[src/rtl/rscl_consts.svh]
// rscl_consts.svh: offsets, field positions, reset values and counts for the strap latch
// assumes: included by bare name from rtl/ files
`ifndef RSCL_CONSTS_SVH
`define RSCL_CONSTS_SVH

`define RSCL_TS_W 3
`define RSCL_PR_W 4
`define RSCL_STRAP_W 7
`define RSCL_TS_LSB 0
`define RSCL_PR_LSB 3
`define RSCL_STRAP_RST 7'h7F
`define RSCL_HOLD_CYC 4'h4
`define RSCL_CNT_W 4
`define RSCL_MEM_12 3'h5
`define RSCL_MEM_14 3'h6
`define RSCL_MEM_SYNC 3'h7

`endif

[src/rtl/rscl_pkg.sv]
// rscl_pkg.sv: types for the strap latch
// assumes: the constants header is compiled alongside
package rscl_pkg;
  typedef enum logic [1:0] {
    RSCL_MEM_RATIO_12,
    RSCL_MEM_RATIO_14,
    RSCL_MEM_RATIO_SYNC,
    RSCL_MEM_RATIO_BAD
  } rscl_mem_ratio_t;
  typedef enum logic [1:0] {
    RSCL_IN_RESET,
    RSCL_HOLD,
    RSCL_RUN
  } rscl_state_t;
endpackage : rscl_pkg

[src/rtl/rscl_strap_if.sv]
// rscl_strap_if.sv: carries the strap capture signals between top and latch
// assumes: one clock, same domain as the top module
`timescale 1ns/1ps
`include "rscl_consts.svh"
interface rscl_strap_if;
  logic capture;
  logic [`RSCL_STRAP_W-1:0] pin_level;
  logic [`RSCL_STRAP_W-1:0] captured;
  modport ctrl (output capture, output pin_level, input captured);
  modport latch (input capture, input pin_level, output captured);
endinterface : rscl_strap_if

[src/rtl/rscl_top.sv]
// rscl_top.sv: captures configuration straps when hard reset releases
// assumes: pins synchronous to clock; hard_reset_n is a synchronous level input
`timescale 1ns/1ps
`include "rscl_consts.svh"
// Operation
// - pins act as inputs during hard reset
// - latch pin levels when hard reset releases
// - after the hold cycles, receiver off, pins drive outputs
// - pull-up on during reset plus hold cycles
// - pull-up turns off with the receiver
// - high captured timestamp levels select sync default setting
// - timestamp straps decode memory clock ratio
// - platform clock ratio is 4,5,6,8,10,12
module rscl_top (
  input wire logic clock,
  input wire logic nrst,
  input wire logic clk_en,
  input wire logic hard_reset_n,
  input wire logic [`RSCL_STRAP_W-1:0] strap_in,
  input wire logic [`RSCL_STRAP_W-1:0] func_out,
  output logic [`RSCL_STRAP_W-1:0] strap_out,
  output logic [`RSCL_STRAP_W-1:0] strap_oe_n,
  output logic rx_enable,
  output logic pullup_en,
  output logic config_valid,
  output rscl_pkg::rscl_mem_ratio_t mem_ratio,
  output logic [`RSCL_PR_W-1:0] platform_ratio,
  output logic platform_ratio_ok
);
  rscl_strap_if sif ();
  rscl_pkg::rscl_state_t state_q;
  rscl_pkg::rscl_state_t state_d;
  logic [`RSCL_CNT_W-1:0] cnt_q;
  logic [`RSCL_CNT_W-1:0] cnt_d;
  logic [`RSCL_STRAP_W-1:0] out_q;
  logic [`RSCL_STRAP_W-1:0] out_d;
  logic hr_q;
  logic [`RSCL_TS_W-1:0] ts_bits;
  rscl_pkg::rscl_mem_ratio_t mem_ratio_q;
  rscl_pkg::rscl_mem_ratio_t mem_ratio_d;
  logic ratio_ok_q;
  logic ratio_ok_d;

  // --------------------------------
  // capture sequencer
  // --------------------------------
  always_comb begin
    state_d = state_q;
    cnt_d = cnt_q;
    case (state_q)
      rscl_pkg::RSCL_IN_RESET: begin
        cnt_d = '0;
        if (hard_reset_n) begin
          state_d = rscl_pkg::RSCL_HOLD;
        end
      end
      rscl_pkg::RSCL_HOLD: begin
        cnt_d = cnt_q + `RSCL_CNT_W'(1);
        if (!hard_reset_n) begin
          state_d = rscl_pkg::RSCL_IN_RESET;
        end else if (cnt_q == `RSCL_HOLD_CYC - `RSCL_CNT_W'(1)) begin
          state_d = rscl_pkg::RSCL_RUN;
        end
      end
      rscl_pkg::RSCL_RUN: begin
        if (!hard_reset_n) begin
          state_d = rscl_pkg::RSCL_IN_RESET;
        end
      end
      default: begin
        state_d = rscl_pkg::RSCL_IN_RESET;
      end
    endcase
  end

  always_ff @(posedge clock or negedge nrst) begin
    if (!nrst) begin
      state_q <= rscl_pkg::RSCL_IN_RESET;
      cnt_q <= '0;
      hr_q <= 1'b0;
      out_q <= '0;
    end else if (clk_en) begin
      state_q <= state_d;
      cnt_q <= cnt_d;
      hr_q <= hard_reset_n;
      out_q <= out_d;
    end
  end

  // --------------------------------
  // capture pulse on release
  // --------------------------------
  assign sif.capture = clk_en && hard_reset_n && !hr_q;
  assign sif.pin_level = strap_in;

  rscl_strap_reg u_reg (
    .clock(clock),
    .nrst(nrst),
    .clk_en(clk_en),
    .sif(sif)
  );

  // --------------------------------
  // pad control
  // --------------------------------
  assign rx_enable = (state_q != rscl_pkg::RSCL_RUN);
  assign pullup_en = rx_enable;
  assign strap_oe_n = rx_enable ? '1 : '0;
  assign config_valid = (state_q == rscl_pkg::RSCL_RUN);

  always_comb begin
    out_d = (state_d == rscl_pkg::RSCL_RUN) ? func_out : '0;
  end
  assign strap_out = out_q;

  // --------------------------------
  // ratio decode
  // --------------------------------
  assign ts_bits = sif.captured[`RSCL_TS_LSB +: `RSCL_TS_W];
  assign platform_ratio = sif.captured[`RSCL_PR_LSB +: `RSCL_PR_W];

  always_comb begin
    case (ts_bits)
      `RSCL_MEM_12: mem_ratio_d = rscl_pkg::RSCL_MEM_RATIO_12;
      `RSCL_MEM_14: mem_ratio_d = rscl_pkg::RSCL_MEM_RATIO_14;
      `RSCL_MEM_SYNC: mem_ratio_d = rscl_pkg::RSCL_MEM_RATIO_SYNC;
      default: mem_ratio_d = rscl_pkg::RSCL_MEM_RATIO_BAD;
    endcase
  end

  always_comb begin
    case (platform_ratio)
      4'h4, 4'h5, 4'h6, 4'h8, 4'hA, 4'hC: ratio_ok_d = 1'b1;
      default: ratio_ok_d = 1'b0;
    endcase
  end

  // decoded settings on flops, one cycle behind capture
  always_ff @(posedge clock or negedge nrst) begin
    if (!nrst) begin
      mem_ratio_q <= rscl_pkg::RSCL_MEM_RATIO_SYNC;
      ratio_ok_q <= 1'b0;
    end else if (clk_en) begin
      mem_ratio_q <= mem_ratio_d;
      ratio_ok_q <= ratio_ok_d;
    end
  end

  assign mem_ratio = mem_ratio_q;
  assign platform_ratio_ok = ratio_ok_q;

  // --------------------------------
  // checks
  // --------------------------------
  AST_PINS_IN_RESET: assert property (@(posedge clock) disable iff (!nrst)
    clk_en && !hard_reset_n |=> rx_enable && strap_oe_n == '1)
    else $error("pins not inputs in reset");
  AST_ABORT_HOLD: assert property (@(posedge clock) disable iff (!nrst)
    clk_en && !hard_reset_n && state_q == rscl_pkg::RSCL_HOLD
    |=> state_q == rscl_pkg::RSCL_IN_RESET)
    else $error("hold not abandoned on hard reset");
  AST_OUT_QUIET: assert property (@(posedge clock) disable iff (!nrst)
    !config_valid |-> strap_out == '0)
    else $error("pin data driven before capture done");
  AST_CAPTURE_VALUE: assert property (@(posedge clock) disable iff (!nrst)
    sif.capture |=> sif.captured == $past(strap_in))
    else $error("strap not captured");
  AST_HOLD_ENTRY: assert property (@(posedge clock) disable iff (!nrst)
    clk_en && hard_reset_n && state_q == rscl_pkg::RSCL_IN_RESET
    |=> state_q == rscl_pkg::RSCL_HOLD)
    else $error("release did not start the hold");
  AST_HOLD_LEN: assert property (@(posedge clock) disable iff (!nrst)
    (clk_en && hard_reset_n && state_q == rscl_pkg::RSCL_IN_RESET)
    ##1 (clk_en && hard_reset_n) [*4] |=> pullup_en == 1'b0)
    else $error("pull-up not released after hold");
  AST_HOLD_MIN: assert property (@(posedge clock) disable iff (!nrst)
    clk_en && hard_reset_n && state_q == rscl_pkg::RSCL_IN_RESET |=> pullup_en [*4])
    else $error("pull-up released too early");
  AST_CNT_RANGE: assert property (@(posedge clock) disable iff (!nrst)
    state_q == rscl_pkg::RSCL_HOLD |-> cnt_q < `RSCL_HOLD_CYC)
    else $error("hold counter out of range");
  AST_PULL_WITH_RX: assert property (@(posedge clock) disable iff (!nrst)
    pullup_en == rx_enable)
    else $error("pull-up and receiver differ");
  AST_RUN_DRIVES: assert property (@(posedge clock) disable iff (!nrst)
    !rx_enable |-> strap_oe_n == '0)
    else $error("pins not driven after capture");
  AST_OUT_FOLLOWS: assert property (@(posedge clock) disable iff (!nrst)
    clk_en && config_valid && hard_reset_n |=> strap_out == $past(func_out))
    else $error("pin data does not follow function");
  AST_SYNC_DEFAULT: assert property (@(posedge clock) disable iff (!nrst)
    clk_en && ts_bits == 3'h7 |=> mem_ratio == rscl_pkg::RSCL_MEM_RATIO_SYNC)
    else $error("bad default");
  AST_MEM_12: assert property (@(posedge clock) disable iff (!nrst)
    clk_en && ts_bits == 3'h5 |=> mem_ratio == rscl_pkg::RSCL_MEM_RATIO_12)
    else $error("pattern 101 not decoded");
  AST_MEM_14: assert property (@(posedge clock) disable iff (!nrst)
    clk_en && ts_bits == 3'h6 |=> mem_ratio == rscl_pkg::RSCL_MEM_RATIO_14)
    else $error("pattern 110 not decoded");
  AST_MEM_BAD: assert property (@(posedge clock) disable iff (!nrst)
    clk_en && ts_bits < 3'h5 |=> mem_ratio == rscl_pkg::RSCL_MEM_RATIO_BAD)
    else $error("undefined pattern accepted");
  AST_RATIO_SET: assert property (@(posedge clock) disable iff (!nrst)
    clk_en && platform_ratio == 4'h7 |=> !platform_ratio_ok)
    else $error("ratio 7 accepted");
  AST_RATIO_OK: assert property (@(posedge clock) disable iff (!nrst)
    clk_en && platform_ratio inside {4'h4, 4'h5, 4'h6, 4'h8, 4'hA, 4'hC}
    |=> platform_ratio_ok)
    else $error("supported ratio rejected");
  AST_FROZEN: assert property (@(posedge clock) disable iff (!nrst)
    config_valid && hard_reset_n |=> $stable(sif.captured))
    else $error("config moved");
  AST_NO_RECAPTURE: assert property (@(posedge clock) disable iff (!nrst)
    config_valid |-> !sif.capture)
    else $error("capture while running");
  AST_FREEZE: assert property (@(posedge clock) disable iff (!nrst)
    !clk_en |=> $stable(state_q) && $stable(cnt_q) && $stable(sif.captured)
    && $stable(strap_out))
    else $error("state moved with clock enable low");

  // --------------------------------
  // coverage
  // --------------------------------
  COV_RELEASE: cover property (@(posedge clock) sif.capture);
  COV_RUN: cover property (@(posedge clock) $rose(config_valid));
  COV_RE_RESET: cover property (@(posedge clock) config_valid ##1 !hard_reset_n);
  COV_MEM14: cover property (@(posedge clock)
    config_valid && mem_ratio == rscl_pkg::RSCL_MEM_RATIO_14);
  COV_HOLD_ABORT: cover property (@(posedge clock)
    state_q == rscl_pkg::RSCL_HOLD ##1 state_q == rscl_pkg::RSCL_IN_RESET);
endmodule : rscl_top

[src/rtl/rscl_strap_reg.sv]
// rscl_strap_reg.sv: holds the captured strap levels
// assumes: capture is a one-cycle pulse from the controller
`timescale 1ns/1ps
`include "rscl_consts.svh"
module rscl_strap_reg (
  input wire logic clock,
  input wire logic nrst,
  input wire logic clk_en,
  rscl_strap_if.latch sif
);
  logic [`RSCL_STRAP_W-1:0] val_q;
  logic [`RSCL_STRAP_W-1:0] val_d;

  // --------------------------------
  // capture register
  // --------------------------------
  always_comb begin
    val_d = val_q;
    if (sif.capture) begin
      val_d = sif.pin_level;
    end
  end

  always_ff @(posedge clock or negedge nrst) begin
    if (!nrst) begin
      val_q <= `RSCL_STRAP_RST;
    end else if (clk_en) begin
      val_q <= val_d;
    end
  end

  assign sif.captured = val_q;

  AST_HOLD_STABLE: assert property (@(posedge clock) disable iff (!nrst)
    !sif.capture |=> val_q == $past(val_q))
    else $error("strap value changed without capture");
endmodule : rscl_strap_reg

[config.mk]
export PLATFORM = sky130hd
export DESIGN_NAME = rscl_top
export DESIGN_NICKNAME = d
export VERILOG_FILES = /design/src/rtl/rscl_pkg.sv /design/src/rtl/rscl_strap_if.sv /design/src/rtl/rscl_top.sv /design/src/rtl/rscl_strap_reg.sv
export VERILOG_INCLUDE_DIRS = /design/src /design/src/rtl
export SDC_FILE = /design/constraint.sdc
export NUM_CORES = 1
export LEC_CHECK = 0
export BUFFER_PORTS_ARGS = -buffer_cell sky130_fd_sc_hd__buf_2
export CORE_MARGIN = 2
export CORE_UTILIZATION = 50
export DETAILED_ROUTE_END_ITERATION = 10
export GPL_ROUTABILITY_DRIVEN = 0
export GPL_TIMING_DRIVEN = 0
export PLACE_DENSITY = 0.79
export SYNTH_ARGS = -nofsm -noshare
export SYNTH_HDL_FRONTEND = slang
export SYNTH_SLANG_ARGS = --single-unit
[constraint.sdc]
create_clock -name clock -period 2.4 [get_ports clock]
set_input_delay 0.12 -clock clock [delete_from_list [all_inputs] [get_ports clock]]
set_output_delay 0.12 -clock clock [all_outputs]
set_load 0.03 [all_outputs]
Word level (Yosys, flattened, before mapping)
Cells that the tools add are included.
{ "word_totals": {"inputBits": 18, "elab_cells": 40, "latch_bits": 0, "output_inout_bits": 24, "ramBits": 0, "mem_count": 0, "reg_bits": 24, "romBits": 0} }
{ "op_classes": {"div_mod_pow": 0, "eq_ne": 14, "n_reduce_logical": 8, "addsub": 1, "n_lt_le_gt_ge": 0, "bitwise_logic": 0, "n_mux": 10, "shifts": 0, "mul": 0} }
{ "op_table": {"columns": ["op", "n"], "rows": [
  ["7-bit 2-to-1 mux", 2],
  ["4-bit by 3-bit == test with 1-bit output, second input constant", 3],
  ["4-bit == test, second input constant", 3],
  ["2-bit one-hot mux with 3 select lines", 2],
  ["3-bit == test, second input constant", 3],
  ["2-bit 2-to-1 mux", 4],
  ["4-bit one-hot mux with 2 select lines", 1],
  ["6-bit OR reduction", 1],
  ["4-bit by 1-bit adder with 4-bit output, second input constant", 1],
  ["2-bit == test, second input constant", 2],
  ["4-bit by 2-bit == test with 1-bit output, second input constant", 1],
  ["2-bit AND reduction", 2],
  ["2-bit by 1-bit == test with 1-bit output, second input constant", 1],
  ["1-bit logical AND", 2],
  ["2-bit zero test", 1],
  ["2-bit inequality test, second input constant", 1],
  ["2-bit nonzero test", 1],
  ["1-bit zero test", 1],
  ["1-bit 2-to-1 mux", 1]
]} }

Logic depth before layout (Yosys ltp)
Gate-level depths: netlist of the first run.
{ "logic_depth": {"depth_word": 6, "mapped_depth": 4, "mapped_depth_nobuf": 4} }

By module
A second synthesis of the first run with hierarchy kept.
{ "unflattened": {"cells_unflattened": 97, "hier_area_um2": 1121.1} }
{ "by_module_without_submodules": {"columns": ["module", "seq_area_each_um2", "cells_each", "n_inst", "area_per_inst_um2"], "rows": [
  ["rscl_top", 426.7, 82, 1, 852.1],
  ["rscl_strap_reg", 183.9, 15, 1, 269.0]
]} }

Worst setup path before layout of the first run
OpenSTA, ideal clock, no wires.
{ "synth_timing": {"path_type": "register -> output", "from": "register state_q[0]", "to": "output port rx_enable", "t_required_ps": 2280, "arrival_ps": 1289, "n_path_buf": 2, "path_stages_with_launch": 5, "slack_ps": 991, "path_cell_list": "dfrtp_1 -> nor2b_1 -> buf_2 -> inv_1 -> buf_4"} }
{ "synth_between": {"elab_chain_len": 1} }
{ "synth_lines": {"columns": ["item", "line", "rtl"], "rows": [
  ["from (decl)", "rscl_top.sv:31", "rscl_pkg::rscl_state_t state_q;"],
  ["from (signal assigned)", "rscl_top.sv:78", "state_q <= rscl_pkg::RSCL_IN_RESET;"],
  ["from (signal assigned)", "rscl_top.sv:83", "state_q <= state_d;"],
  ["2-bit inequality test", "rscl_top.sv:106", "assign rx_enable = (state_q != rscl_pkg::RSCL_RUN);"],
  ["to (decl)", "rscl_top.sv:23", "output logic rx_enable,"]
]} }
No other way between the ends.

Worst setup path after layout of the first run
{ "layout_timing": {"from": "register state_q[0]", "to": "output port strap_oe_n[3]"} }
{ "layout_between": {"elab_chain_len": 2} }
{ "layout_lines": {"columns": ["item", "line", "rtl"], "rows": [
  ["2-bit inequality test", "rscl_top.sv:106", null],
  ["7-bit 2-to-1 mux", "rscl_top.sv:108", "assign strap_oe_n = rx_enable ? '1 : '0;"],
  ["to (decl)", "rscl_top.sv:22", "output logic [`RSCL_STRAP_W-1:0] strap_oe_n,"]
]} }
No other way between the ends.

==> impl_results.html, run 1 <==
<table>
<tr><th>Metric</th><th>Value</th></tr>
<tr><th colspan="2">Run status</th></tr>
<tr><td>Result of the run</td><td>complete, no violations</td></tr>
<tr><th colspan="2">Clocking</th></tr>
<tr><td>Count of H-tree levels built during CTS</td><td>1</td></tr>
<tr><td>TritonCTS buffer count</td><td>3</td></tr>
<tr><td>Worst skew pair latency</td><td>roughly 300 ps</td></tr>
<tr><td>Longest Clk Path Bufs</td><td>2</td></tr>
<tr><td>Cells resized by post-CTS repair</td><td>0</td></tr>
<tr><td>Post-CTS setup buffer count</td><td>0</td></tr>
<tr><td>Number of clock sinks seen by CTS</td><td>24</td></tr>
<tr><td>CTS tree</td><td>yes</td></tr>
<tr><td>Clock transition at the registers of the reported paths</td><td>approximately 130 ps</td></tr>
<tr><td>Root cell of the clock tree</td><td>sky130_fd_sc_hd__clkbuf_4</td></tr>
<tr><th colspan="2">GRT</th></tr>
<tr><td>GRT Residual Overflow</td><td>0</td></tr>
<tr><td>Initial antenna violation count</td><td>0</td></tr>
<tr><td>Largest net degree at the start of global routing</td><td>25</td></tr>
<tr><td>Vias in the first global route</td><td>850</td></tr>
<tr><td>First-pass GRT wire length</td><td>~3.6 mm</td></tr>
<tr><td>Tot GR Track Use</td><td>0.168</td></tr>
<tr><th colspan="2">Setup path</th></tr>
<tr><td>Data arrival time of the critical path</td><td>roughly 1600 ps</td></tr>
<tr><td>Sort of element at the start of the critical path</td><td>register</td></tr>
<tr><td>Register-to-register setup slack</td><td>approximately 1200 ps</td></tr>
<tr><td>Capturing point of the worst reg2reg path</td><td>strap_out[1]$_DFFE_PN0P_</td></tr>
<tr><td>Ordered list of cells on the worst path</td><td>nor2b_1 -&gt; buf_2 -&gt; inv_1 -&gt; buf_4 -&gt; buf_2</td></tr>
<tr><td>Worst path max stage delay</td><td>around 460 ps</td></tr>
<tr><td>Worst-path cell with the longest stage delay</td><td>sky130_fd_sc_hd__dfrtp_1</td></tr>
<tr><td>Reg2reg path depth</td><td>4</td></tr>
<tr><td>Kind of cell adding the most delay to the critical path</td><td>buffers and inverters</td></tr>
<tr><td>Data required time at the worst endpoint</td><td>2280 ps</td></tr>
<tr><td>Crit path max fanout</td><td>10</td></tr>
<tr><td>Most repeated library cell on the critical path</td><td>sky130_fd_sc_hd__buf_2</td></tr>
<tr><td>Crit path kind</td><td>register to primary output</td></tr>
<tr><td>FF-to-FF Start</td><td>cnt_q[0]$_DFFE_PN0P_</td></tr>
<tr><td>Worst setup EP type</td><td>primary output</td></tr>
<tr><td>Count of cell instances traversed by the critical path</td><td>5</td></tr>
<tr><td>Buf+Inv Stages, Crit Path</td><td>4</td></tr>
<tr><th colspan="2">Routing</th></tr>
<tr><td>Post-route DRC violation count</td><td>0</td></tr>
<tr><td>Initial DRC count</td><td>10</td></tr>
<tr><td>Number of vias after detailed routing</td><td>940</td></tr>
<tr><td>First-pass iteration count of the detailed router</td><td>4</td></tr>
<tr><td>Via density per instance</td><td>roughly 5.0</td></tr>
<tr><td>Total Routed Length</td><td>approximately 2.3 mm</td></tr>
<tr><td>Count of nets left with antenna violations after detail routing</td><td>0</td></tr>
<tr><td>WL/cell</td><td>~12 um</td></tr>
<tr><th colspan="2">Synthesis</th></tr>
<tr><td>Post-synthesis share of cell area spent on xor and xnor gates</td><td>0.00690</td></tr>
<tr><td>Async S/R FF share, synth</td><td>1.00</td></tr>
<tr><td>Fraction of the mapped netlist area in adder cells</td><td>0.00985</td></tr>
<tr><td>Number of distinct standard cells referenced by the synthesized netlist</td><td>30</td></tr>
<tr><td>Mapped cell area</td><td>~1300 um^2</td></tr>
<tr><td>Share of synthesized cell area in and, or, nand and nor gates</td><td>0.146</td></tr>
<tr><td>Combinational family with the most area after synthesis</td><td>compound AO/OA/AOI/OAI gates</td></tr>
<tr><td>Sequential share of the synthesized area</td><td>0.481</td></tr>
<tr><td>Top flip-flop cell by instance count after synthesis</td><td>sky130_fd_sc_hd__dfrtp_1</td></tr>
<tr><td>Number of register bits inferred by synthesis</td><td>24</td></tr>
<tr><td>Mux contribution to synthesized area</td><td>0.0798</td></tr>
<tr><td>Compound-Gate Fraction of Synth Area</td><td>0.149</td></tr>
<tr><td>Warnings, synthesis</td><td>0</td></tr>
<tr><td>Number of nets in the synthesized netlist</td><td>~130</td></tr>
<tr><td>Syn Inst Count</td><td>114</td></tr>
<tr><td>Average footprint of a synthesized cell</td><td>11.1 um^2</td></tr>
<tr><td>EDFF count, synth</td><td>0</td></tr>
<tr><th colspan="2">Power and ir drop</th></tr>
<tr><td>Standby leakage power</td><td>between 0.7 and 0.8 nW</td></tr>
<tr><td>Worst ir drop on vdd</td><td>~0.0005 V</td></tr>
<tr><td>Power share of the sequential group</td><td>0.520</td></tr>
<tr><td>Int Pwr</td><td>0.000693 W</td></tr>
<tr><td>Net switching component of the power</td><td>about 0.00032 W</td></tr>
<tr><td>Clock share of power</td><td>0.204</td></tr>
<tr><td>Total power density per cell area</td><td>between 600 and 700 nW/um^2</td></tr>
<tr><td>Logic gate share of total power</td><td>0.276</td></tr>
<tr><td>Net Sw Frac</td><td>0.315</td></tr>
<tr><th colspan="2">Placement</th></tr>
<tr><td>Sum of net half-perimeters after detailed placement</td><td>approximately 1.8 mm</td></tr>
<tr><td>Placement-stage worst setup slack</td><td>1050 ps</td></tr>
<tr><td>Cell Count Post-Placement</td><td>around 180</td></tr>
<tr><td>IO Port Bufs</td><td>39</td></tr>
<tr><th colspan="2">Layout</th></tr>
<tr><td>Antenna Cells</td><td>0</td></tr>
<tr><td>Share of post-route cells with drive strength above 1</td><td>0.570</td></tr>
<tr><td>Net total in the final layout</td><td>between 150 and 200</td></tr>
<tr><td>Area growth from synthesis to layout</td><td>22.0%</td></tr>
<tr><td>Fin cells</td><td>~190</td></tr>
<tr><th colspan="2">Min path</th></tr>
<tr><td>Launch point of the worst hold path</td><td>strap_in[6]</td></tr>
<tr><td>Endpoint of the worst hold path</td><td>u_reg.sif.captured[6]$_DFFE_PN1P_</td></tr>
<tr><td>Type of the worst min-delay path</td><td>input pin to register</td></tr>
<tr><td>Count of cells along the worst hold path</td><td>2</td></tr>
<tr><th colspan="2">Timing</th></tr>
<tr><td>Part of the cycle the worst path needs</td><td>0.712</td></tr>
<tr><td>Hold Slack</td><td>approximately 38 ps</td></tr>
<tr><td>Normalized max-slew margin</td><td>0.654</td></tr>
<tr><td>Final-report setup violation count</td><td>0</td></tr>
<tr><td>Crit path time final</td><td>around 1700 ps</td></tr>
<tr><td>Max Transition Viols Final</td><td>0</td></tr>
<tr><td>Fmax achieved</td><td>0.585 GHz</td></tr>
<tr><td>Min setup slack post-route</td><td>around 700 ps</td></tr>
<tr><td>Total Neg Setup Slack</td><td>0 ps</td></tr>
<tr><td>Setup repair after global routing missed its margin</td><td>false</td></tr>
<tr><td>Worst clock skew on the final layout</td><td>~0.71 ps</td></tr>
<tr><td>Slew @ Worst Pin</td><td>between 500 and 600 ps</td></tr>
<tr><td>Final count of hold timing violations</td><td>0</td></tr>
<tr><th colspan="2">Job</th></tr>
<tr><td>Max-Cap Viols</td><td>0</td></tr>
<tr><th colspan="2">Die</th></tr>
<tr><td>Chip Height</td><td>about 54 um</td></tr>
<tr><td>Io pins</td><td>42</td></tr>
<tr><td>Die area</td><td>between 2000 and 3000 um^2</td></tr>
<tr><td>Core footprint</td><td>about 2400 um^2</td></tr>
<tr><td>Initial cell density of the core</td><td>0.522</td></tr>
<tr><td>Std-Cell Rows</td><td>18</td></tr>
<tr><td>Die W</td><td>between 50 and 60 um</td></tr>
</table>
-- cells in the mapped netlist (all sizes together) (2+ instances only) --
cell | number | area [um^2]
mux2 | 9 | 101
nand2 | 13 | 58.8
a31oi | 2 | 12.5
dfstp | 8 | 210
nand4 | 7 | 43.8
buf | 17 | 118
nor2 | 3 | 11.3
o21ai | 2 | 10.0
inv | 11 | 41.3
nand3 | 3 | 15.0
dfrtp | 16 | 400
o221ai | 7 | 105
nand2b | 2 | 12.5
-- through the flow --
step / utilization / total power [W] / instance area (um^2)
2_1_floorplan: - / 0.000731 / 1270
4_1_cts: 0.637 / 0.00103 / 1550
3_5_place_dp: 0.618 / 0.000817 / 1500
6_report: 0.637 / 0.00101 / 1550
5_1_grt: 0.637 / 0.00107 / 1550
3_3_place_gp: 0.618 / 0.000803 / 1500
-- cells in the final DEF, fill, tap and decap left out, drive strengths merged, types with 3 or more instances in the layout --
cell / n
buf: 56
clkbuf: 5
dfrtp: 16
dfstp: 8
inv: 11
mux2: 9
nand2: 13
nand3: 3
nand4: 7
nor2: 3
o221ai: 7
-- per-layer routing --
| metal | part of all wire | wire [um] | global-route usage |
|---|---|---|---|
| met1 | 0.44 | 1030 | 0.229 |
| met2 | 0.53 | 1230 | 0.265 |
| met3 | 0.024 | 55 | 0.0246 |
| met4 | 0.0094 | 22 | 0.0708 |
| met5 | 0 | 0 | 0 |
-- how the worst max path moves through the flow --
stage | startpoint | to | slack [ps]
6_report | state_q[0]$_DFFE_PN0P_ | strap_oe_n[3] | 690
4_1_cts | state_q[0]$_DFFE_PN0P_ | strap_oe_n[3] | 680
2_1_floorplan | state_q[0]$_DFFE_PN0P_ | rx_enable | 990
5_1_grt | state_q[0]$_DFFE_PN0P_ | strap_oe_n[5] | 570
3_5_place_dp | state_q[0]$_DFFE_PN0P_ | strap_oe_n[3] | 1050
3_3_place_gp | state_q[0]$_DFFE_PN0P_ | rx_enable | 1070
-- power groups by stage --
stage / logic, W / registers [W] / clock network [W]
4_1_cts: 0.000284 / 0.000526 / 0.000216
5_1_grt: 0.000302 / 0.000534 / 0.000231
2_1_floorplan: 0.000172 / 0.000559 / 0
3_3_place_gp: 0.000274 / 0.000530 / 0
3_5_place_dp: 0.000283 / 0.000534 / 0
6_report: 0.000279 / 0.000526 / 0.000207
-- sequential cells by signal, summed over array words and instances (netlist names) --
signal              flops
u_reg.sif.captured      7
hr_q                    1
state_q                 2
cnt_q                   4
mem_ratio               2
strap_out               7
platform_ratio_ok       1
-- logic make-up after synthesis --
group                      Yosys count
AOI/OAI and AO/OA                   18
xor gates and xnor gates             1
adders and majority gates            1
buffers and inverters               29
DFF                                 24
muxes                                9
and+or+nand+nor                     32
-- area by class of cell --
cell class,instances,area [um^2]
multi-input combinational,61,497
inverter,11,41.3
fill,186,883
tap,30,37.5
sequential,24,611
timing repair buffer,40,205
buffer,18,121
clock buffer,4,36.3
-- what timing repair did --
item / CTS / global route
endpoints found under the setup margin: 0 / 0
hold buffers: 1 / 0
hold endpoints to repair: 16 / 0
No activity file was read; power rests on OpenSTA's default activity.
==> inputs of run 2 (changes only) <==
--- a/config.mk
+++ b/config.mk
@@ -8,11 +8,11 @@
 export LEC_CHECK = 0
 export BUFFER_PORTS_ARGS = -buffer_cell sky130_fd_sc_hd__buf_2
 export CORE_MARGIN = 2
-export CORE_UTILIZATION = 50
+export CORE_UTILIZATION = 44
 export DETAILED_ROUTE_END_ITERATION = 10
 export GPL_ROUTABILITY_DRIVEN = 0
 export GPL_TIMING_DRIVEN = 0
-export PLACE_DENSITY = 0.79
+export PLACE_DENSITY = 0.74
 export SYNTH_ARGS = -nofsm -noshare
 export SYNTH_HDL_FRONTEND = slang
 export SYNTH_SLANG_ARGS = --single-unit
==> constraint.sdc (replaced) <==
create_clock -name clock -period 1.5 [get_ports clock]
set_input_delay 0.075 -clock clock [delete_from_list [all_inputs] [get_ports clock]]
set_output_delay 0.075 -clock clock [all_outputs]
set_load 0.03 [all_outputs]
==> impl_results.html, run 2 (same netlist as run 1, synthesis figures left out) <==
<table>
<tr><th>Metric</th><th>Value</th></tr>
<tr><th colspan="2">Run status</th></tr>
<tr><td>Result of the run</td><td>complete, but fails checks</td></tr>
<tr><td>Violated checks</td><td>negative setup slack</td></tr>
<tr><th colspan="2">Power and ir drop</th></tr>
<tr><td>Overall Power</td><td>0.00180 W</td></tr>
<tr><td>Worst ir drop on vdd</td><td>~0.0010 V</td></tr>
<tr><td>Logic gate share of total power</td><td>0.273</td></tr>
<tr><td>Net Sw Frac</td><td>0.300</td></tr>
<tr><td>Total power density per cell area</td><td>roughly 1000 nW/um^2</td></tr>
<tr><td>Int Pwr</td><td>between 0.001 and 0.0015 W</td></tr>
<tr><td>Net switching component of the power</td><td>around 0.00054 W</td></tr>
<tr><td>Standby leakage power</td><td>slightly above 0.8 nW</td></tr>
<tr><td>Clock share of power</td><td>0.261</td></tr>
<tr><td>Power share of the sequential group</td><td>0.466</td></tr>
<tr><th colspan="2">Layout</th></tr>
<tr><td>Commonest non-fill, non-tap cell in the layout</td><td>sky130_fd_sc_hd__buf_2</td></tr>
<tr><td>Net total in the final layout</td><td>between 150 and 200</td></tr>
<tr><td>Most frequent cells in the layout</td><td>sky130_fd_sc_hd__buf_2, sky130_fd_sc_hd__buf_4, sky130_fd_sc_hd__dfrtp_1, sky130_fd_sc_hd__nand2_1, sky130_fd_sc_hd__inv_1</td></tr>
<tr><td>Area growth from synthesis to layout</td><td>37.2%</td></tr>
<tr><td>Antenna Cells</td><td>0</td></tr>
<tr><td>Share of post-route cells with drive strength above 1</td><td>0.576</td></tr>
<tr><td>Filler instances</td><td>between 200 and 250</td></tr>
<tr><th colspan="2">Timing</th></tr>
<tr><td>Slew @ Worst Pin</td><td>527 ps</td></tr>
<tr><td>Max Transition Viols Final</td><td>0</td></tr>
<tr><td>Normalized max-slew margin</td><td>0.648</td></tr>
<tr><td>Final-report setup violation count</td><td>5</td></tr>
<tr><td>Fmax achieved</td><td>~0.66 GHz</td></tr>
<tr><td>Part of the cycle the worst path needs</td><td>1.01</td></tr>
<tr><td>Hold Slack</td><td>43.5 ps</td></tr>
<tr><td>Crit path time final</td><td>1510 ps</td></tr>
<tr><td>Setup repair after global routing missed its margin</td><td>true</td></tr>
<tr><td>Final count of hold timing violations</td><td>0</td></tr>
<tr><td>Worst clock skew on the final layout</td><td>about 1.9 ps</td></tr>
<tr><td>Min setup slack post-route</td><td>-10.6 ps</td></tr>
<tr><th colspan="2">Setup path</th></tr>
<tr><td>Worst-path cell with the longest stage delay</td><td>sky130_fd_sc_hd__dfrtp_1</td></tr>
<tr><td>Ordered list of cells on the worst path</td><td>nor2b_4 -&gt; buf_6 -&gt; clkinvlp_4 -&gt; buf_4 -&gt; buf_6</td></tr>
<tr><td>Crit path max fanout</td><td>5</td></tr>
<tr><td>Most repeated library cell on the critical path</td><td>sky130_fd_sc_hd__buf_6</td></tr>
<tr><td>Data required time at the worst endpoint</td><td>about 1400 ps</td></tr>
<tr><td>Crit path kind</td><td>register to primary output</td></tr>
<tr><td>Data arrival time of the critical path</td><td>1440 ps</td></tr>
<tr><td>Worst path max stage delay</td><td>roughly 410 ps</td></tr>
<tr><td>Worst setup EP type</td><td>primary output</td></tr>
<tr><td>Sort of element at the start of the critical path</td><td>register</td></tr>
<tr><td>Register-to-register setup slack</td><td>~240 ps</td></tr>
<tr><th colspan="2">Routing</th></tr>
<tr><td>Post-route DRC violation count</td><td>0</td></tr>
<tr><td>Count of nets left with antenna violations after detail routing</td><td>0</td></tr>
<tr><td>WL/cell</td><td>13.9 um</td></tr>
<tr><td>Via density per instance</td><td>roughly 5</td></tr>
<tr><td>Initial DRC count</td><td>12</td></tr>
<tr><td>Number of vias after detailed routing</td><td>between 1,000 and 1,500</td></tr>
<tr><td>First-pass iteration count of the detailed router</td><td>4</td></tr>
<tr><td>Total Routed Length</td><td>around 2.8 mm</td></tr>
<tr><th colspan="2">Min path</th></tr>
<tr><td>Type of the worst min-delay path</td><td>input pin to register</td></tr>
<tr><th colspan="2">Die</th></tr>
<tr><td>Core footprint</td><td>~2800 um^2</td></tr>
<tr><td>Die area</td><td>3330 um^2</td></tr>
<tr><td>Std-Cell Rows</td><td>19</td></tr>
<tr><td>Die W</td><td>around 58 um</td></tr>
<tr><td>Io pins</td><td>42</td></tr>
<tr><td>Chip Height</td><td>between 50 and 60 um</td></tr>
<tr><td>Initial cell density of the core</td><td>0.461</td></tr>
<tr><th colspan="2">GRT</th></tr>
<tr><td>Vias in the first global route</td><td>1,021</td></tr>
<tr><td>First-pass GRT wire length</td><td>~4.7 mm</td></tr>
<tr><td>GRT Residual Overflow</td><td>0</td></tr>
<tr><td>Tot GR Track Use</td><td>0.181</td></tr>
<tr><td>Initial antenna violation count</td><td>0</td></tr>
<tr><td>Largest net degree at the start of global routing</td><td>25</td></tr>
<tr><th colspan="2">Clocking</th></tr>
<tr><td>Longest Clk Path Bufs</td><td>2</td></tr>
<tr><td>Clock transition at the registers of the reported paths</td><td>between 100 and 150 ps</td></tr>
<tr><td>CTS tree</td><td>yes</td></tr>
<tr><td>TritonCTS buffer count</td><td>3</td></tr>
<tr><td>Count of H-tree levels built during CTS</td><td>1</td></tr>
<tr><td>Number of clock sinks seen by CTS</td><td>24</td></tr>
<tr><td>Root cell of the clock tree</td><td>sky130_fd_sc_hd__clkbuf_4</td></tr>
<tr><td>Worst skew pair latency</td><td>a little over 300 ps</td></tr>
<tr><th colspan="2">Placement</th></tr>
<tr><td>Sum of net half-perimeters after detailed placement</td><td>around 1.9 mm</td></tr>
<tr><td>IO Port Bufs</td><td>39</td></tr>
<tr><th colspan="2">Job</th></tr>
<tr><td>Max-Cap Viols</td><td>0</td></tr>
</table>
==> run 2: path summary, 6_finish.rpt <==
check / from / to / cells past startpoint
max in group asynchronous: nrst / state_q[0]$_DFFE_PN0P_ / 2
worst max-delay path: state_q[1]$_DFFE_PN0P_ / strap_oe_n[1] / 5
worst min register to register: mem_ratio[1]$_DFFE_PN1P_ / mem_ratio[1]$_DFFE_PN1P_ / 2
worst max register to register: cnt_q[0]$_DFFE_PN0P_ / strap_out[6]$_DFFE_PN0P_ / 4
min in group asynchronous: nrst / strap_out[4]$_DFFE_PN0P_ / 2
worst min-delay path: func_out[5] / strap_out[5]$_DFFE_PN0P_ / 3
==> run 2: stage by stage <==
step | worst slack, ps | std cells | util | setup TNS (ps) | cell area [um^2]
floorplan | 136 | 114 | - | 0 | 1270
global placement | 200 | 184 | 0.545 | 0 | 1500
detailed placement | 197 | 184 | 0.545 | 0 | 1500
CTS | 0.0245 | 200 | 0.618 | 0 | 1710
global route | -67.8 | 201 | 0.632 | -426 | 1740
finish | -10.6 | 201 | 0.632 | -25.9 | 1740
==> run 2: final cells by class <==
type / count / area (um^2) / share of cell area
Buffer: 18 / 128 / 0.0732
Clock buffer: 3 / 22.5 / 0.0129
Clock inverter: 1 / 30.0 / 0.0172
Inverter: 11 / 45.0 / 0.0258
Multi-Input combinational cell: 61 / 504 / 0.289
Sequential cell: 24 / 612 / 0.351
Tap cell: 31 / 38.8 / 0.0223
Timing Repair Buffer: 51 / 355 / 0.204
Timing Repair inverter: 1 / 7.51 / 0.00431
==> run 2: repair_timing <==
item                                    CTS  global route
hold buffers                              8             0
endpoints found under the setup margin    9            10
endpoints found under the hold margin    23             0
gates resized for setup                  14            12
gates cloned                              1             0
buffers inserted                          3             1
pin swaps                                 0             0
==> run 2: power groups by stage <==
stage	Combinational [W]	Clock [W]	Sequential, W
floorplan	0.000275	0	0.000895
global placement	0.000439	0	0.000848
detailed placement	0.000454	0	0.000852
CTS	0.000490	0.000480	0.000838
global route	0.000537	0.000499	0.000853
finish	0.000493	0.000470	0.000841
==> run 2: worst max-delay path, delay by kind of cell, from the launching register on <==
family                 cells  cell delay (ps)
AND/OR/NAND/NOR            1              170
buffers and inverters      4              540
flip-flops                 1              410
==> run 2: routing by layer <==
layer | track usage | vias to the layer above | share of wire
li1 | - | 503 | -
met1 | 0.231 | 492 | 0.39
met2 | 0.304 | 27 | 0.54
met3 | 0.0268 | 8 | 0.037
met4 | 0.0864 | 0 | 0.027
met5 | 0 | - | 0
==> inputs of run 3 (changes only) <==
--- a/config.mk
+++ b/config.mk
@@ -12,7 +12,7 @@
 export DETAILED_ROUTE_END_ITERATION = 10
 export GPL_ROUTABILITY_DRIVEN = 0
 export GPL_TIMING_DRIVEN = 0
-export PLACE_DENSITY = 0.74
+export PLACE_DENSITY_LB_ADDON = 0.15
 export SYNTH_ARGS = -nofsm -noshare
 export SYNTH_HDL_FRONTEND = slang
 export SYNTH_SLANG_ARGS = --single-unit
==> impl_results.html, run 3 (same netlist as run 1, synthesis figures left out) <==
<table>
<tr><th>Metric</th><th>Value</th></tr>
<tr><th colspan="2">Run status</th></tr>
<tr><td>Result of the run</td><td>complete, no violations</td></tr>
<tr><th colspan="2">Die</th></tr>
<tr><td>Die area</td><td>around 3300 um^2</td></tr>
<tr><td>Initial cell density of the core</td><td>0.461</td></tr>
<tr><td>Core footprint</td><td>around 2800 um^2</td></tr>
<tr><td>Die W</td><td>57.7 um</td></tr>
<tr><td>Std-Cell Rows</td><td>19</td></tr>
<tr><td>Chip Height</td><td>57.7 um</td></tr>
<tr><td>Io pins</td><td>42</td></tr>
<tr><th colspan="2">Timing</th></tr>
<tr><td>Fmax achieved</td><td>approximately 0.70 GHz</td></tr>
<tr><td>Part of the cycle the worst path needs</td><td>0.955</td></tr>
<tr><td>Normalized max-slew margin</td><td>0.647</td></tr>
<tr><td>Hold Slack</td><td>~32 ps</td></tr>
<tr><td>Final count of hold timing violations</td><td>0</td></tr>
<tr><td>Final-report setup violation count</td><td>0</td></tr>
<tr><td>Max Transition Viols Final</td><td>0</td></tr>
<tr><td>Slew @ Worst Pin</td><td>between 500 and 600 ps</td></tr>
<tr><td>Crit path time final</td><td>around 1400 ps</td></tr>
<tr><td>Worst clock skew on the final layout</td><td>6.96 ps</td></tr>
<tr><th colspan="2">Power and ir drop</th></tr>
<tr><td>Net Sw Frac</td><td>0.314</td></tr>
<tr><td>Logic gate share of total power</td><td>0.290</td></tr>
<tr><td>Int Pwr</td><td>0.00113 W</td></tr>
<tr><td>Worst ir drop on vdd</td><td>0.000728 V</td></tr>
<tr><td>Overall Power</td><td>0.00165 W</td></tr>
<tr><td>Clock share of power</td><td>0.203</td></tr>
<tr><td>Standby leakage power</td><td>~0.79 nW</td></tr>
<tr><td>Total power density per cell area</td><td>986 nW/um^2</td></tr>
<tr><td>Power share of the sequential group</td><td>0.507</td></tr>
<tr><td>Net switching component of the power</td><td>about 0.00052 W</td></tr>
<tr><th colspan="2">Job</th></tr>
<tr><td>Max-Cap Viols</td><td>0</td></tr>
<tr><th colspan="2">Clocking</th></tr>
<tr><td>TritonCTS buffer count</td><td>3</td></tr>
<tr><td>Longest Clk Path Bufs</td><td>2</td></tr>
<tr><td>Worst skew pair latency</td><td>approximately 310 ps</td></tr>
<tr><td>CTS tree</td><td>yes</td></tr>
<tr><td>Root cell of the clock tree</td><td>sky130_fd_sc_hd__clkbuf_4</td></tr>
<tr><td>Count of H-tree levels built during CTS</td><td>1</td></tr>
<tr><td>Number of clock sinks seen by CTS</td><td>24</td></tr>
<tr><td>Clock transition at the registers of the reported paths</td><td>~130 ps</td></tr>
<tr><th colspan="2">Routing</th></tr>
<tr><td>Initial DRC count</td><td>10</td></tr>
<tr><td>Total Routed Length</td><td>approximately 2.5 mm</td></tr>
<tr><td>Post-route DRC violation count</td><td>0</td></tr>
<tr><td>Via density per instance</td><td>5.02</td></tr>
<tr><td>Count of nets left with antenna violations after detail routing</td><td>0</td></tr>
<tr><td>Number of vias after detailed routing</td><td>~1,000</td></tr>
<tr><td>First-pass iteration count of the detailed router</td><td>4</td></tr>
<tr><td>WL/cell</td><td>about 13 um</td></tr>
<tr><th colspan="2">Setup path</th></tr>
<tr><td>Worst setup EP type</td><td>primary output</td></tr>
<tr><td>Sort of element at the start of the critical path</td><td>register</td></tr>
<tr><td>Data arrival time of the critical path</td><td>around 1400 ps</td></tr>
<tr><td>Data required time at the worst endpoint</td><td>about 1400 ps</td></tr>
<tr><td>Crit path kind</td><td>register to primary output</td></tr>
<tr><td>Crit path max fanout</td><td>9</td></tr>
<tr><th colspan="2">Min path</th></tr>
<tr><td>Type of the worst min-delay path</td><td>input pin to register</td></tr>
<tr><th colspan="2">GRT</th></tr>
<tr><td>Largest net degree at the start of global routing</td><td>25</td></tr>
<tr><td>First-pass GRT wire length</td><td>about 4.1 mm</td></tr>
<tr><td>GRT Residual Overflow</td><td>0</td></tr>
<tr><td>Vias in the first global route</td><td>between 900 and 1,000</td></tr>
<tr><td>Initial antenna violation count</td><td>0</td></tr>
<tr><td>Tot GR Track Use</td><td>0.154</td></tr>
<tr><th colspan="2">Layout</th></tr>
<tr><td>Area growth from synthesis to layout</td><td>31.9%</td></tr>
<tr><td>Net total in the final layout</td><td>approximately 190</td></tr>
<tr><td>Filler instances</td><td>240</td></tr>
<tr><td>Final Cell Area</td><td>1680 um^2</td></tr>
<tr><td>Commonest non-fill, non-tap cell in the layout</td><td>sky130_fd_sc_hd__buf_2</td></tr>
<tr><td>Most frequent cells in the layout</td><td>sky130_fd_sc_hd__buf_2, sky130_fd_sc_hd__buf_4, sky130_fd_sc_hd__dfrtp_1, sky130_fd_sc_hd__nand2_1, sky130_fd_sc_hd__inv_1</td></tr>
<tr><td>Antenna Cells</td><td>0</td></tr>
<tr><td>Area taken by multi-input logic gates</td><td>499 um^2</td></tr>
<tr><td>Register Area</td><td>around 610 um^2</td></tr>
<tr><td>Share of post-route cells with drive strength above 1</td><td>0.571</td></tr>
<tr><th colspan="2">Placement</th></tr>
<tr><td>Standard cell area after detailed placement</td><td>~1500 um^2</td></tr>
<tr><td>Sum of net half-perimeters after detailed placement</td><td>approximately 1.8 mm</td></tr>
<tr><td>IO Port Bufs</td><td>39</td></tr>
</table>
run 3: worst max-delay path, cell delays in order, from the launching register on:
cell and delay (ps):
sky130_fd_sc_hd__dfrtp_2 440, sky130_fd_sc_hd__nor2b_2 140, sky130_fd_sc_hd__buf_6 140, sky130_fd_sc_hd__inv_6 50
sky130_fd_sc_hd__buf_4 120, sky130_fd_sc_hd__buf_4 160
run 3: what timing repair did:
action / CTS / global route
cloned: 0 / 1
hold buffers: 8 / 0
endpoints found under the hold margin: 23 / 0
resized for setup: 8 / 11
endpoints found under the setup margin: 9 / 8
buffers inserted: 1 / 1
run 3: final timing paths:
kind / end / slack [ps] / depth (start not counted) / start
max: strap_oe_n[2] / 70 / 5 / state_q[0]$_DFFE_PN0P_
min: strap_out[1]$_DFFE_PN0P_ / 30 / 3 / func_out[1]
max reg2reg: strap_out[2]$_DFFE_PN0P_ / 240 / 4 / cnt_q[0]$_DFFE_PN0P_
min reg2reg: mem_ratio[1]$_DFFE_PN1P_ / 500 / 2 / mem_ratio[1]$_DFFE_PN1P_
max in group asynchronous: state_q[0]$_DFFE_PN0P_ / 870 / 2 / nrst
min in group asynchronous: cnt_q[0]$_DFFE_PN0P_ / 250 / 2 / nrst
run 3: metrics by stage:
step	utilization	TNS, ps	cells	worst slack [ps]
2_1_floorplan	-	0	114	136
3_3_place_gp	0.545	0	184	187
3_5_place_dp	0.545	0	184	144
4_1_cts	0.596	0	197	0.765
5_1_grt	0.608	-14.9	199	-5.83
6_report	0.608	0	199	66.8
run 3: power groups by stage:
stage	Clock [W]	Sequential (W)	Combinational, W
floorplan	0	0.000895	0.000275
global placement	0	0.000851	0.000441
detailed placement	0	0.000853	0.000451
CTS	0.000349	0.000838	0.000480
global route	0.000373	0.000856	0.000521
finish	0.000335	0.000839	0.000479
run 3: routing by layer:
layer  part of all wire  track usage  wire length, um  vias up
met5                  0            0                0        -
met4             0.0052       0.0199               13        0
met3              0.035       0.0402               88        2
met2               0.51        0.260             1290       20
met1               0.45        0.207             1120      480
li1                   -            -                -      497
run 3: final cells by class:
type | count | area share
repair buffers | 50 | 0.188
inverters | 11 | 0.0276
plain buffers | 18 | 0.0762
clock buffers | 4 | 0.0217
well taps | 31 | 0.0232
flip-flops and latches | 24 | 0.365
multi-input cells | 61 | 0.298
